`config.mk`:
```
export PLATFORM = sky130hd
export DESIGN_NAME = tmz_timer
export DESIGN_NICKNAME = d
export VERILOG_FILES = /design/src/rtl/tmz_pkg.sv /design/src/rtl/tmz_sync.sv /design/src/rtl/tmz_timer.sv
export SDC_FILE = /design/constraint.sdc
export NUM_CORES = 1
export LEC_CHECK = 0
export BUFFER_PORTS_ARGS = -buffer_cell sky130_fd_sc_hd__clkbuf_2
export CAP_MARGIN = 20
export CELL_PAD_IN_SITES_DETAIL_PLACEMENT = 0
export CELL_PAD_IN_SITES_GLOBAL_PLACEMENT = 1
export CORE_AREA = 2 2 108 110
export DETAILED_ROUTE_END_ITERATION = 16
export DIE_AREA = 0 0 110 112
export GPL_ROUTABILITY_DRIVEN = 0
export HOLD_SLACK_MARGIN = 0.08
export PLACE_DENSITY = 0.89
export SYNTH_ARGS = -nofsm -noshare
export SYNTH_HDL_FRONTEND = slang
export SYNTH_HIERARCHICAL = 1
export SYNTH_SLANG_ARGS = --single-unit
```
`constraint.sdc`:
```
create_clock -name CORE_CLK -period 2.9 [get_ports CORE_CLK]
set_input_delay 0.29 -clock CORE_CLK [delete_from_list [all_inputs] [get_ports CORE_CLK]]
set_output_delay 0.29 -clock CORE_CLK [all_outputs]
set_load 0.05 [all_outputs]
```
`src/rtl/tmz_pkg.sv`:
```
package tmz_pkg;
   // register byte addresses
   localparam logic [11:0] ADDR_CONTROL = 12'h000;
   localparam logic [11:0] ADDR_COUNT_LOW = 12'h004;
   localparam logic [11:0] ADDR_HIGH_BUFFER = 12'h008;
   localparam logic [11:0] ADDR_IRQ_STATUS = 12'h00c;
   localparam logic [11:0] ADDR_IRQ_CLEAR = 12'h010;
   localparam logic [11:0] ADDR_IRQ_ENABLE = 12'h014;
   localparam logic [11:0] ADDR_CYCLE_DIV = 12'h018;
   // control fields
   localparam int CTL_ON = 7;
   localparam int CTL_NARROW = 6;
   localparam int CTL_SOURCE = 5;
   localparam int CTL_EDGE = 4;
   localparam int CTL_BYPASS = 3;
   localparam int CTL_PS_HI = 2;
   localparam int CTL_PS_LO = 0;
   localparam logic [7:0] CONTROL_RESET = 8'hff;
   localparam logic [7:0] HIGH_BUFFER_RESET = 8'h00;
   localparam logic [7:0] CYCLE_DIV_RESET = 8'h03;
   // increments held off after a count write, in instruction cycles
   localparam logic [1:0] WRITE_HOLDOFF = 2'h2;
   // ahb encodings
   localparam logic [1:0] HTRANS_NONSEQ = 2'h2;
   localparam logic [1:0] HTRANS_SEQ = 2'h3;
endpackage

```
`src/rtl/tmz_sync.sv`:
```
`timescale 1ns/1ps
// two-stage synchroniser; the first stage feeds only the second
module tmz_sync #(
   parameter int STAGES = 2
) (
   input wire logic clk,
   input wire logic rst,
   input wire logic din,
   output logic dout
);
   logic [STAGES-1:0] chain;

   initial begin
      if (STAGES < 2) $error("tmz_sync needs at least two stages");
   end

   always_ff @(posedge clk) begin
      if (rst) begin
         chain <= '0;
      end else begin
         chain <= {chain[STAGES-2:0], din};
      end
   end

   assign dout = chain[STAGES-1];
endmodule

```
`src/rtl/tmz_timer.sv`:
```
// Register access over AHB-Lite and the address map were left to the implementer.
`timescale 1ns/1ps
// How it works
// [RL1] control bit 7 runs or holds counter
// [RL2] control bit 6 picks 8 or 16 bits
// [RL3] control bit 5 picks pin or cycle clock
// [RL4] control bit 4 set counts falling edges
// [RL5] control bit 3 set bypasses the prescaler
// [RL6] prescale ratio is two shifted by field
// [RL7] bypassed timer mode counts every instruction cycle
// [RL8] count write blocks two instruction cycle increments
// [RL9] pin input synchronised before counting
// [RL10] prescaler is eight bits, never software visible
// [RL11] count write clears assigned prescaler, keeps assignment
// [RL12] assignment may change while running
// [RL13] wrap sets overflow flag; enable gates interrupt
// [RL14] sleep input stops the counter
// [RL15] low byte read copies live high byte; the code skips the copy in narrow mode
// [RL16] low byte write loads high from buffer; the code skips the load in narrow mode
// [RL17] live high byte never directly accessible
// [RL18] narrow mode counts and wraps low byte only
// [RL19] overflow flag sticky until software clears it
module tmz_timer
   import tmz_pkg::*;
#(
   parameter int SYNC_STAGES = 2
) (
   // clock and reset
   input wire logic CORE_CLK,
   input wire logic RST,
   // ahb-lite slave
   input wire logic HSEL,
   input wire logic [11:0] HADDR,
   input wire logic [1:0] HTRANS,
   input wire logic HWRITE,
   input wire logic [2:0] HSIZE,
   input wire logic [31:0] HWDATA,
   input wire logic HREADY,
   output logic [31:0] HRDATA,
   output logic HREADYOUT,
   output logic HRESP,
   // pins and system
   input wire logic EXT_COUNT_INPUT,
   input wire logic SLEEP,
   output logic IRQ
);
   import tmz_pkg::*;

   initial begin
      // one flop alone would let a metastable pin reach the edge detector
      if (SYNC_STAGES < 2) $error("tmz_timer needs at least two sync stages");
   end

   logic [7:0] counter_control;
   logic [7:0] count_low_byte;
   logic [7:0] count_high_live;
   logic [7:0] high_byte_buffer;
   logic [7:0] prescaler_count;
   logic overflow_flag;
   logic overflow_irq_enable;
   logic [7:0] cycle_div;
   logic [7:0] cycle_cnt;
   logic cycle_tick;
   logic [1:0] holdoff;
   logic ext_sync;
   logic ext_prev;
   logic ext_edge;
   logic src_tick;
   logic ps_tick;
   logic inc;
   logic [7:0] ps_mask;
   logic wrap;
   logic [7:0] next_control;
   logic [7:0] next_count_low;
   logic [7:0] next_count_high;
   logic [7:0] next_buffer;
   logic next_flag;
   logic [7:0] next_prescaler;
   logic [1:0] next_holdoff;
   logic [7:0] next_cycle_cnt;
   // data phase state
   logic dp_valid;
   logic dp_write;
   logic [11:0] dp_addr;

   // address phase capture
   logic ap_take;
   assign ap_take = HSEL && HREADY && (HTRANS == HTRANS_NONSEQ || HTRANS == HTRANS_SEQ);

   always_ff @(posedge CORE_CLK) begin
      if (RST) begin
         dp_valid <= 1'b0;
         dp_write <= 1'b0;
         dp_addr <= '0;
      end else begin
         dp_valid <= ap_take;
         if (ap_take) begin
            dp_write <= HWRITE;
            dp_addr <= HADDR;
         end
      end
   end

   // zero wait states, always okay
   assign HREADYOUT = 1'b1;
   assign HRESP = 1'b0;

   logic wr_control;
   logic wr_low;
   logic wr_buffer;
   logic wr_clear;
   logic wr_enable;
   logic wr_div;
   logic rd_low;

   // write strobes come from the data phase, when hwdata stands
   function automatic logic hit_write(input logic valid, input logic write,
                                      input logic [11:0] addr, input logic [11:0] target);
      hit_write = valid && write && addr == target;
   endfunction

   assign wr_control = hit_write(dp_valid, dp_write, dp_addr, ADDR_CONTROL);
   assign wr_low = hit_write(dp_valid, dp_write, dp_addr, ADDR_COUNT_LOW);
   assign wr_buffer = hit_write(dp_valid, dp_write, dp_addr, ADDR_HIGH_BUFFER);
   assign wr_clear = hit_write(dp_valid, dp_write, dp_addr, ADDR_IRQ_CLEAR);
   assign wr_enable = hit_write(dp_valid, dp_write, dp_addr, ADDR_IRQ_ENABLE);
   assign wr_div = hit_write(dp_valid, dp_write, dp_addr, ADDR_CYCLE_DIV);
   // read side effect is taken at the address phase so data is ready in the data phase
   assign rd_low = ap_take && !HWRITE && HADDR == ADDR_COUNT_LOW;

   // read data registered from the address phase
   always_ff @(posedge CORE_CLK) begin
      if (RST) begin
         HRDATA <= '0;
      end else if (ap_take && !HWRITE) begin
         unique case (HADDR)
            ADDR_CONTROL: HRDATA <= {24'h000000, counter_control};
            ADDR_COUNT_LOW: HRDATA <= {24'h000000, count_low_byte};
            ADDR_HIGH_BUFFER: HRDATA <= {24'h000000, high_byte_buffer}; // RL17
            ADDR_IRQ_STATUS: HRDATA <= {31'h00000000, overflow_flag};
            ADDR_IRQ_ENABLE: HRDATA <= {31'h00000000, overflow_irq_enable};
            ADDR_CYCLE_DIV: HRDATA <= {24'h000000, cycle_div};
            default: HRDATA <= '0;
         endcase
      end
   end

   always_comb begin
      next_control = counter_control;
      if (wr_control) begin
         next_control = HWDATA[7:0]; // RL12
      end
   end

   always_ff @(posedge CORE_CLK) begin
      if (RST) begin
         counter_control <= CONTROL_RESET;
      end else begin
         counter_control <= next_control;
      end
   end

   always_ff @(posedge CORE_CLK) begin
      if (RST) begin
         cycle_div <= CYCLE_DIV_RESET;
      end else if (wr_div) begin
         cycle_div <= HWDATA[7:0];
      end
   end

   always_ff @(posedge CORE_CLK) begin
      if (RST) begin
         overflow_irq_enable <= 1'b0;
      end else if (wr_enable) begin
         overflow_irq_enable <= HWDATA[0];
      end
   end

   // instruction cycle enable: one pulse every cycle_div+1 core clocks
   // the divider paces timer mode and the write holdoff; counter mode runs on pin edges
   always_comb begin
      next_cycle_cnt = cycle_cnt + 8'h01;
      if (cycle_tick) begin
         next_cycle_cnt = '0;
      end
   end

   always_ff @(posedge CORE_CLK) begin
      if (RST) begin
         cycle_cnt <= '0;
      end else begin
         cycle_cnt <= next_cycle_cnt;
      end
   end
   assign cycle_tick = (cycle_cnt >= cycle_div);

   // pin synchroniser and edge detect
   tmz_sync #(.STAGES(SYNC_STAGES)) u_sync (
      .clk(CORE_CLK),
      .rst(RST),
      .din(EXT_COUNT_INPUT),
      .dout(ext_sync) // RL9
   );

   always_ff @(posedge CORE_CLK) begin
      if (RST) begin
         ext_prev <= 1'b0;
      end else begin
         ext_prev <= ext_sync;
      end
   end

   // falling when edge bit set, rising otherwise
   assign ext_edge = counter_control[CTL_EDGE] ? (ext_prev && !ext_sync)
                                               : (!ext_prev && ext_sync); // RL4

   // sleep and off both freeze the source
   assign src_tick = counter_control[CTL_ON] && !SLEEP &&
                     (counter_control[CTL_SOURCE] ? ext_edge : cycle_tick); // RL1 RL3 RL14

   function automatic logic [7:0] ratio_mask(input logic [2:0] code);
      ratio_mask = 8'((16'h0002 << code) - 16'h0001);
   endfunction

   assign ps_mask = ratio_mask(counter_control[CTL_PS_HI:CTL_PS_LO]); // RL6
   assign ps_tick = src_tick && ((prescaler_count & ps_mask) == ps_mask);

   // prescaler has no read or write path, only a clear
   // when bypassed the prescaler simply stands still
   always_comb begin
      next_prescaler = prescaler_count;
      if (wr_low && !counter_control[CTL_BYPASS]) begin
         next_prescaler = '0; // RL11
      end else if (src_tick && !counter_control[CTL_BYPASS]) begin
         next_prescaler = prescaler_count + 8'h01; // RL10
      end
   end

   always_ff @(posedge CORE_CLK) begin
      if (RST) begin
         prescaler_count <= '0;
      end else begin
         prescaler_count <= next_prescaler;
      end
   end

   // two instruction cycles without increment after a count write
   // counted in instruction ticks, so it also applies in counter mode
   always_comb begin
      next_holdoff = holdoff;
      if (wr_low) begin
         next_holdoff = WRITE_HOLDOFF; // RL8
      end else if (holdoff != 2'h0 && cycle_tick) begin
         next_holdoff = holdoff - 2'h1;
      end
   end

   always_ff @(posedge CORE_CLK) begin
      if (RST) begin
         holdoff <= '0;
      end else begin
         holdoff <= next_holdoff;
      end
   end

   assign inc = (counter_control[CTL_BYPASS] ? src_tick : ps_tick) &&
                holdoff == 2'h0 && !wr_low; // RL5 RL7 RL8

   assign wrap = inc && count_low_byte == 8'hff &&
                 (counter_control[CTL_NARROW] || count_high_live == 8'hff); // RL13 RL18

   always_comb begin
      next_count_low = count_low_byte;
      if (wr_low) begin
         next_count_low = HWDATA[7:0];
      end else if (inc) begin
         next_count_low = count_low_byte + 8'h01; // RL2
      end
   end

   always_ff @(posedge CORE_CLK) begin
      if (RST) begin
         count_low_byte <= '0;
      end else begin
         count_low_byte <= next_count_low;
      end
   end

   // live high byte, reached only through the buffer
   always_comb begin
      next_count_high = count_high_live;
      if (wr_low && !counter_control[CTL_NARROW]) begin
         next_count_high = high_byte_buffer; // RL16
      end else if (inc && !counter_control[CTL_NARROW] && count_low_byte == 8'hff) begin
         next_count_high = count_high_live + 8'h01; // RL18
      end
   end

   always_ff @(posedge CORE_CLK) begin
      if (RST) begin
         count_high_live <= '0;
      end else begin
         count_high_live <= next_count_high;
      end
   end

   // a buffer write in its data phase beats a low read in its address phase
   always_comb begin
      next_buffer = high_byte_buffer;
      if (wr_buffer) begin
         next_buffer = HWDATA[7:0];
      end else if (rd_low && !counter_control[CTL_NARROW]) begin
         next_buffer = count_high_live; // RL15
      end
   end

   always_ff @(posedge CORE_CLK) begin
      if (RST) begin
         high_byte_buffer <= HIGH_BUFFER_RESET;
      end else begin
         high_byte_buffer <= next_buffer;
      end
   end

   // set beats clear in the same cycle
   always_comb begin
      next_flag = overflow_flag;
      if (wrap) begin
         next_flag = 1'b1; // RL19
      end else if (wr_clear && HWDATA[0]) begin
         next_flag = 1'b0;
      end
   end

   always_ff @(posedge CORE_CLK) begin
      if (RST) begin
         overflow_flag <= 1'b0;
      end else begin
         overflow_flag <= next_flag;
      end
   end

   assign IRQ = overflow_flag && overflow_irq_enable; // RL13
endmodule

```
== Word-level counts from Yosys, hierarchy flattened ==
Cells that the tools add are included.
Operators by class
  add/sub/neg operators: 6
  order comparisons: 1
  equal/unequal tests: 15
  shift-type cells: 1
  mux-type cells: 14
  bitwise gates (word level): 1
  reduce and logical (&&, ||, !) cells: 50
Operators with widths (number)
  12-bit by 5-bit equality test with 1-bit output, second input constant: 5
  8-bit 2-to-1 mux: 6
  8-bit case mux with 6 select lines: 1
  12-bit by 4-bit equality test with 1-bit output, second input constant: 3
  8-bit by 1-bit adder with 8-bit output, second input constant: 4
  1-bit logical AND: 29
  12-bit by 3-bit equality test with 1-bit output, second input constant: 2
  12-bit zero test: 2
  8-bit equality test, second input constant: 2
  2-bit nonzero test: 6
  8-bit bitwise AND: 1
  8-bit equality test: 1
  8-bit greater-or-equal comparator: 1
  2-bit by 3-bit << shifter with 8-bit output, first input constant: 1
  8-bit by 1-bit subtractor with 8-bit output, second input constant: 1
  1-bit zero test: 7
  2-bit OR reduction: 3
  1-bit 2-to-1 mux: 5
  2-bit equality test, second input constant: 2
  2-bit 2-to-1 mux: 2
  2-bit zero test: 1
  1-bit logical OR: 2
  2-bit by 1-bit subtractor with 2-bit output, second input constant: 1
Storage, ports and cells
  flip-flop bits (word level): 109
  input port bits: 56
  output and inout port bits: 35
  logic and storage cells: 105

== Longest topological paths before layout ==
  depth after elaboration: 13
  depth in mapped cells: 10
  gate-level depth less buffers: 8

== Modules after synthesis ==
Netlist, hierarchy kept.
By module, submodules not included
  tmz_timer: instances 1, cells an instance 526, area each 4413.0 µm², seq. area each 1661.6 µm²
  tmz_sync: instances 1, cells an instance 4, area each 52.6 µm², seq. area each 40.0 µm²

== Worst setup path after synthesis ==
OpenSTA, ideal clock, no wires.
  kind: flip-flop to flip-flop
  from: register cycle_cnt[0]
  to: register count_high_live[1]
  library setup time: 91 ps
  data arrival time: 2590 ps
  data required time: 2809 ps
  slack: 219 ps
  stages on the path, launching flop included: 11
  buffers on the path: 2
  period minus slack after synthesis: 2681 ps
  cell sequence: dfxtp_1 > inv_1 > ha_1 > nand2b_1 > a2111o_1 > a311o_1 > nand4_1 > clkbuf_1 > clkbuf_1 > o21ai_0 > a311oi_1
On the way
  longest elaborated chain between the ends: 10
Ends and longest elaborated chain
  from (decl): RTL line tmz_timer.sv:62  | logic [7:0] cycle_cnt;
  from (signal assigned): RTL line tmz_timer.sv:192  | cycle_cnt <= next_cycle_cnt;
  8-bit greater-or-equal comparator *: RTL line tmz_timer.sv:195  | assign cycle_tick = (cycle_cnt >= cycle_div);
  1-bit 2-to-1 mux *: RTL line tmz_timer.sv:219  | (counter_control[CTL_SOURCE] ? ext_edge : cycle_tick);
  1-bit logical AND *: RTL line tmz_timer.sv:218  | assign src_tick = counter_control[CTL_ON] && !SLEEP &&
  1-bit logical AND: RTL line tmz_timer.sv:226  | assign ps_tick = src_tick && ((prescaler_count & ps_mask) == ps_mask);
  1-bit 2-to-1 mux *: RTL line tmz_timer.sv:266  | assign inc = (counter_control[CTL_BYPASS] ? src_tick : ps_tick) &&
  1-bit logical AND *: RTL line tmz_timer.sv:266
  1-bit logical AND *: RTL line tmz_timer.sv:267  | holdoff == 2'h0 && !wr_low;
  1-bit logical AND * (2 in a row): RTL line tmz_timer.sv:294  | end else if (inc && !counter_control[CTL_NARROW] && count_low_byte == 8'hff) begin
  2-bit nonzero test (no source line) *
  to (signal assigned): RTL line tmz_timer.sv:303  | count_high_live <= next_count_high;
  to (decl): RTL line tmz_timer.sv:56  | logic [7:0] count_high_live;
Every way passes the cells marked *; elsewhere a longest branch is shown, timed or not.
A chain may end at the register's enable or synchronous reset.

== Final worst setup path ==
Same ends and word-level chain as after synthesis.

==> flow_summary.ini <==
[run_status]
status = finished clean

[floorplanning]
num_rows = 39
die_w_um = 110
initial_core_util_pct = 40.0
die_area_um2 = 12300
fp.dieH_um = 112
core_area_um2 = 11200
ios = 91

[worst_setup_path]
max_stage_delay_ps = 520
cp.required_ps = 3140
crit_chain = inv_1 > ha_1 > nand2b_1 > a2111o_1 > a311o_2 > nand4_1 > buf_4 > o21ai_0 > a311oi_1
critical_path_class = reg2reg
startpoint_type = flip-flop
reg2reg_slack_ps = 200
cp_max_fo = 26
critPathSlowestCell = a311o_2
arrival_ps = 2940
cp-end-kind = flip-flop

[timing]
rsz0062_at_grt = no
fin_tns_setup_ps = 0
period_minus_slack_ps = 2700
fin_crit_sh_pct = 93.1
fin_hold_ws_ps = 165
slew_violations = 0
hold_viol = 0
setup_violations = 0
fin_skew_ps = 8.90
tightest_slew_ps = 617
worst_slack_ps = 201
fmax_mhz = 370
maxSlewHeadroom_pct = 58.7

[placed_design]
io_buffers = 36
hpwlAfterDp_um = 8320
placed_cell_area_um2 = 4710
place_ws_ps = 175

[layout]
stdcell_area_um2 = 5020
area_growth_pct = 12.5
fill_cells = 1109
drive_above_1_share_pct = 13.8
fin_nets = 629
antenna_cells = 0

[routing]
wirelength_um = 11000
post_drt_wl_per_cell_um = 15.5
drtIter0Drc = 351
drcViolationCount = 0
ant_nets = 0
first_pass_iters = 7
dr_total_vias = 3876
vias_per_cell = 5.47

[logic_synthesis]
synth_seq_cells = 85
synth_most_common_cell = dfxtp_1
synth.distinct_cells = 50
synth_sequential_area_ratio_pct = 38.1
synth_edf_count = 0
syn_area_um2 = 4470
syn_inst = 530
synth_top_cell_area_share_pct = 38.1
async_flop_share_pct = 0
synth_warnings = 6
syn_area_per_cell_um2 = 8.43
yosysTopAreaCell = dfxtp_1
synth_flop_cell = dfxtp_1
synth.area.top_cells = dfxtp_1, nor2_1, buf_4, nand2_1, mux2i_1
synthTopCellsByCount = dfxtp_1, nor2_1, nand2_1, buf_4, clkbuf_1

[clock_tree]
cts_setup_buffers = 0
clock_latency_ps = 340
ctsRootBufferMaster = clkbuf_16
cts_hold_repair.buffers = 0
clk_pin_slew_worst_paths_ps = 60
ctsLongestPathBuffers = 2
numCtsBuffers = 9
tritoncts = done
cts_sinks = 85
h-tree-depth = 3

[power_and_ir_drop]
seqPwrFrac_pct = 44.8
p_comb_share_pct = 9.9
power.internal_mw = 2.02
powerDensity_nw_per_um2 = 541
power_switching_mw = 0.694
ir_drop_v = 0.000403
switching_share_pct = 25.5
p_leak_nw = 2.07
power.share.clock_pct = 45.3

[worst_hold_path]
hp-class = in2reg

[global_route]
grt_pass1_vias = 3712
grt_pass1_wl_um = 18100
grt_usage_pct = 18.5
antenna_found_initial = 0
overflow = 0
grt_max_degree = 27

[flow_run]
drv_cap = 0
## layout by cell type (no fill, tap or decap), types with 3 or more instances in the layout
| master | n |
|---|---|
| and3_1 | 17 |
| a21oi_1 | 22 |
| a211oi_1 | 8 |
| nand2b_1 | 4 |
| dfxtp_1 | 85 |
| and3b_1 | 3 |
| xor2_1 | 8 |
| a222oi_1 | 6 |
| o31ai_1 | 9 |
| nand2_1 | 49 |
| and4_1 | 3 |
| nor3_1 | 5 |
| nor2b_1 | 7 |
| nand3_1 | 20 |
| nor2_1 | 57 |
| a31oi_1 | 8 |
| buf_4 | 12 |
| a211o_1 | 11 |
| or3_1 | 5 |
| ha_1 | 13 |
| inv_1 | 23 |
| xnor2_1 | 6 |
| conb_1 | 26 |
| o21bai_1 | 5 |
| nand4_1 | 6 |
| clkbuf_2 | 36 |
| nor4b_1 | 4 |
| a311oi_1 | 11 |
| or2_2 | 3 |
| clkbuf_16 | 9 |
| or4_1 | 11 |
| nand3b_1 | 4 |
| mux2i_1 | 17 |
| nor4_1 | 3 |
| mux2_2 | 7 |
| o21ai_0 | 19 |
## cell type report
type / count / area [um^2] / area share (%)
Tap cell: 143 / 179 / 3.56
Timing Repair Buffer: 48 / 270 / 5.38
Clock buffer: 10 / 229 / 4.56
Multi-Input combinational cell: 393 / 2470 / 49.2
Inverter: 23 / 86.3 / 1.72
Clock inverter: 6 / 87.6 / 1.74
Sequential cell: 85 / 1700 / 33.9
## state kept, by name, summed over array words and instances, names as in the netlist, 8 cells and up
register	flops
dp_addr	12
HRDATA	8
count_high_live	8
count_low_byte	8
counter_control	8
cycle_cnt	8
cycle_div	8
high_byte_buffer	8
prescaler_count	8
## stage by stage
stage | utilization (%) | power (mW) | instances
floorplan | - | 1.46 | 554
global placement | 42.1 | 1.50 | 692
detailed placement | 42.1 | 1.51 | 692
CTS | 45.0 | 2.73 | 708
global route | 45.0 | 2.81 | 708
finish | 45.0 | 2.72 | 708
## path summary, 6_finish.rpt
path,cells after the start,end,from
worst min-delay path,2,u_sync/chain[0],EXT_COUNT_INPUT
worst min register to register,1,u_sync/chain[1],u_sync/chain[0]
worst max register to register,9,count_high_live[1],cycle_cnt[0]
worst max-delay path,9,count_high_live[1],cycle_cnt[0]
## metal layers
layer | routed length [um] | vias up | global-route usage [%] | share of wire, %
li1 | - | 1923 | - | -
met1 | 5010 | 1845 | 23.6 | 46
met2 | 5310 | 89 | 31.5 | 48
met3 | 460 | 19 | 3.40 | 4.2
met4 | 212 | 0 | 5.49 | 1.9
met5 | 0 | - | 0 | 0
## kinds of logic (layout without fill, tap and decap cells)
kind of cell	Yosys count	count (layout)	synth area share (%)
xor gates and xnor gates	14	14	2.75
and+or+nand+nor	208	208	23.9
DFF	85	85	38.1
buffers and inverters	76	87	8.60
muxes	24	24	5.58
adders and majority gates	13	13	3.64
other	2	26	0.168
AOI/OAI and AO/OA	108	108	17.3
## critical path: cells and delay by family (launching register included)
| family | cells | cell delay (ps) |
|---|---|---|
| fa+ha+maj | 1 | 260 |
| flops | 1 | 390 |
| simple gates | 2 | 270 |
| compound gates | 4 | 1350 |
| buf+inv | 2 | 330 |
## power by group through the flow
stage | clock network, mW | registers (mW) | logic (mW)
after global placement | 0 | 1.24 | 0.257
after global routing | 1.30 | 1.22 | 0.293
after floorplan | 0 | 1.24 | 0.221
after detailed placement | 0 | 1.24 | 0.266
after CTS | 1.25 | 1.22 | 0.266
final | 1.23 | 1.22 | 0.268
## repair_timing
action	CTS	global route
setup endpoints to repair	0	7
gates resized for setup	0	1
hold endpoints to repair	0	0
(Power assumes the default switching activity.)
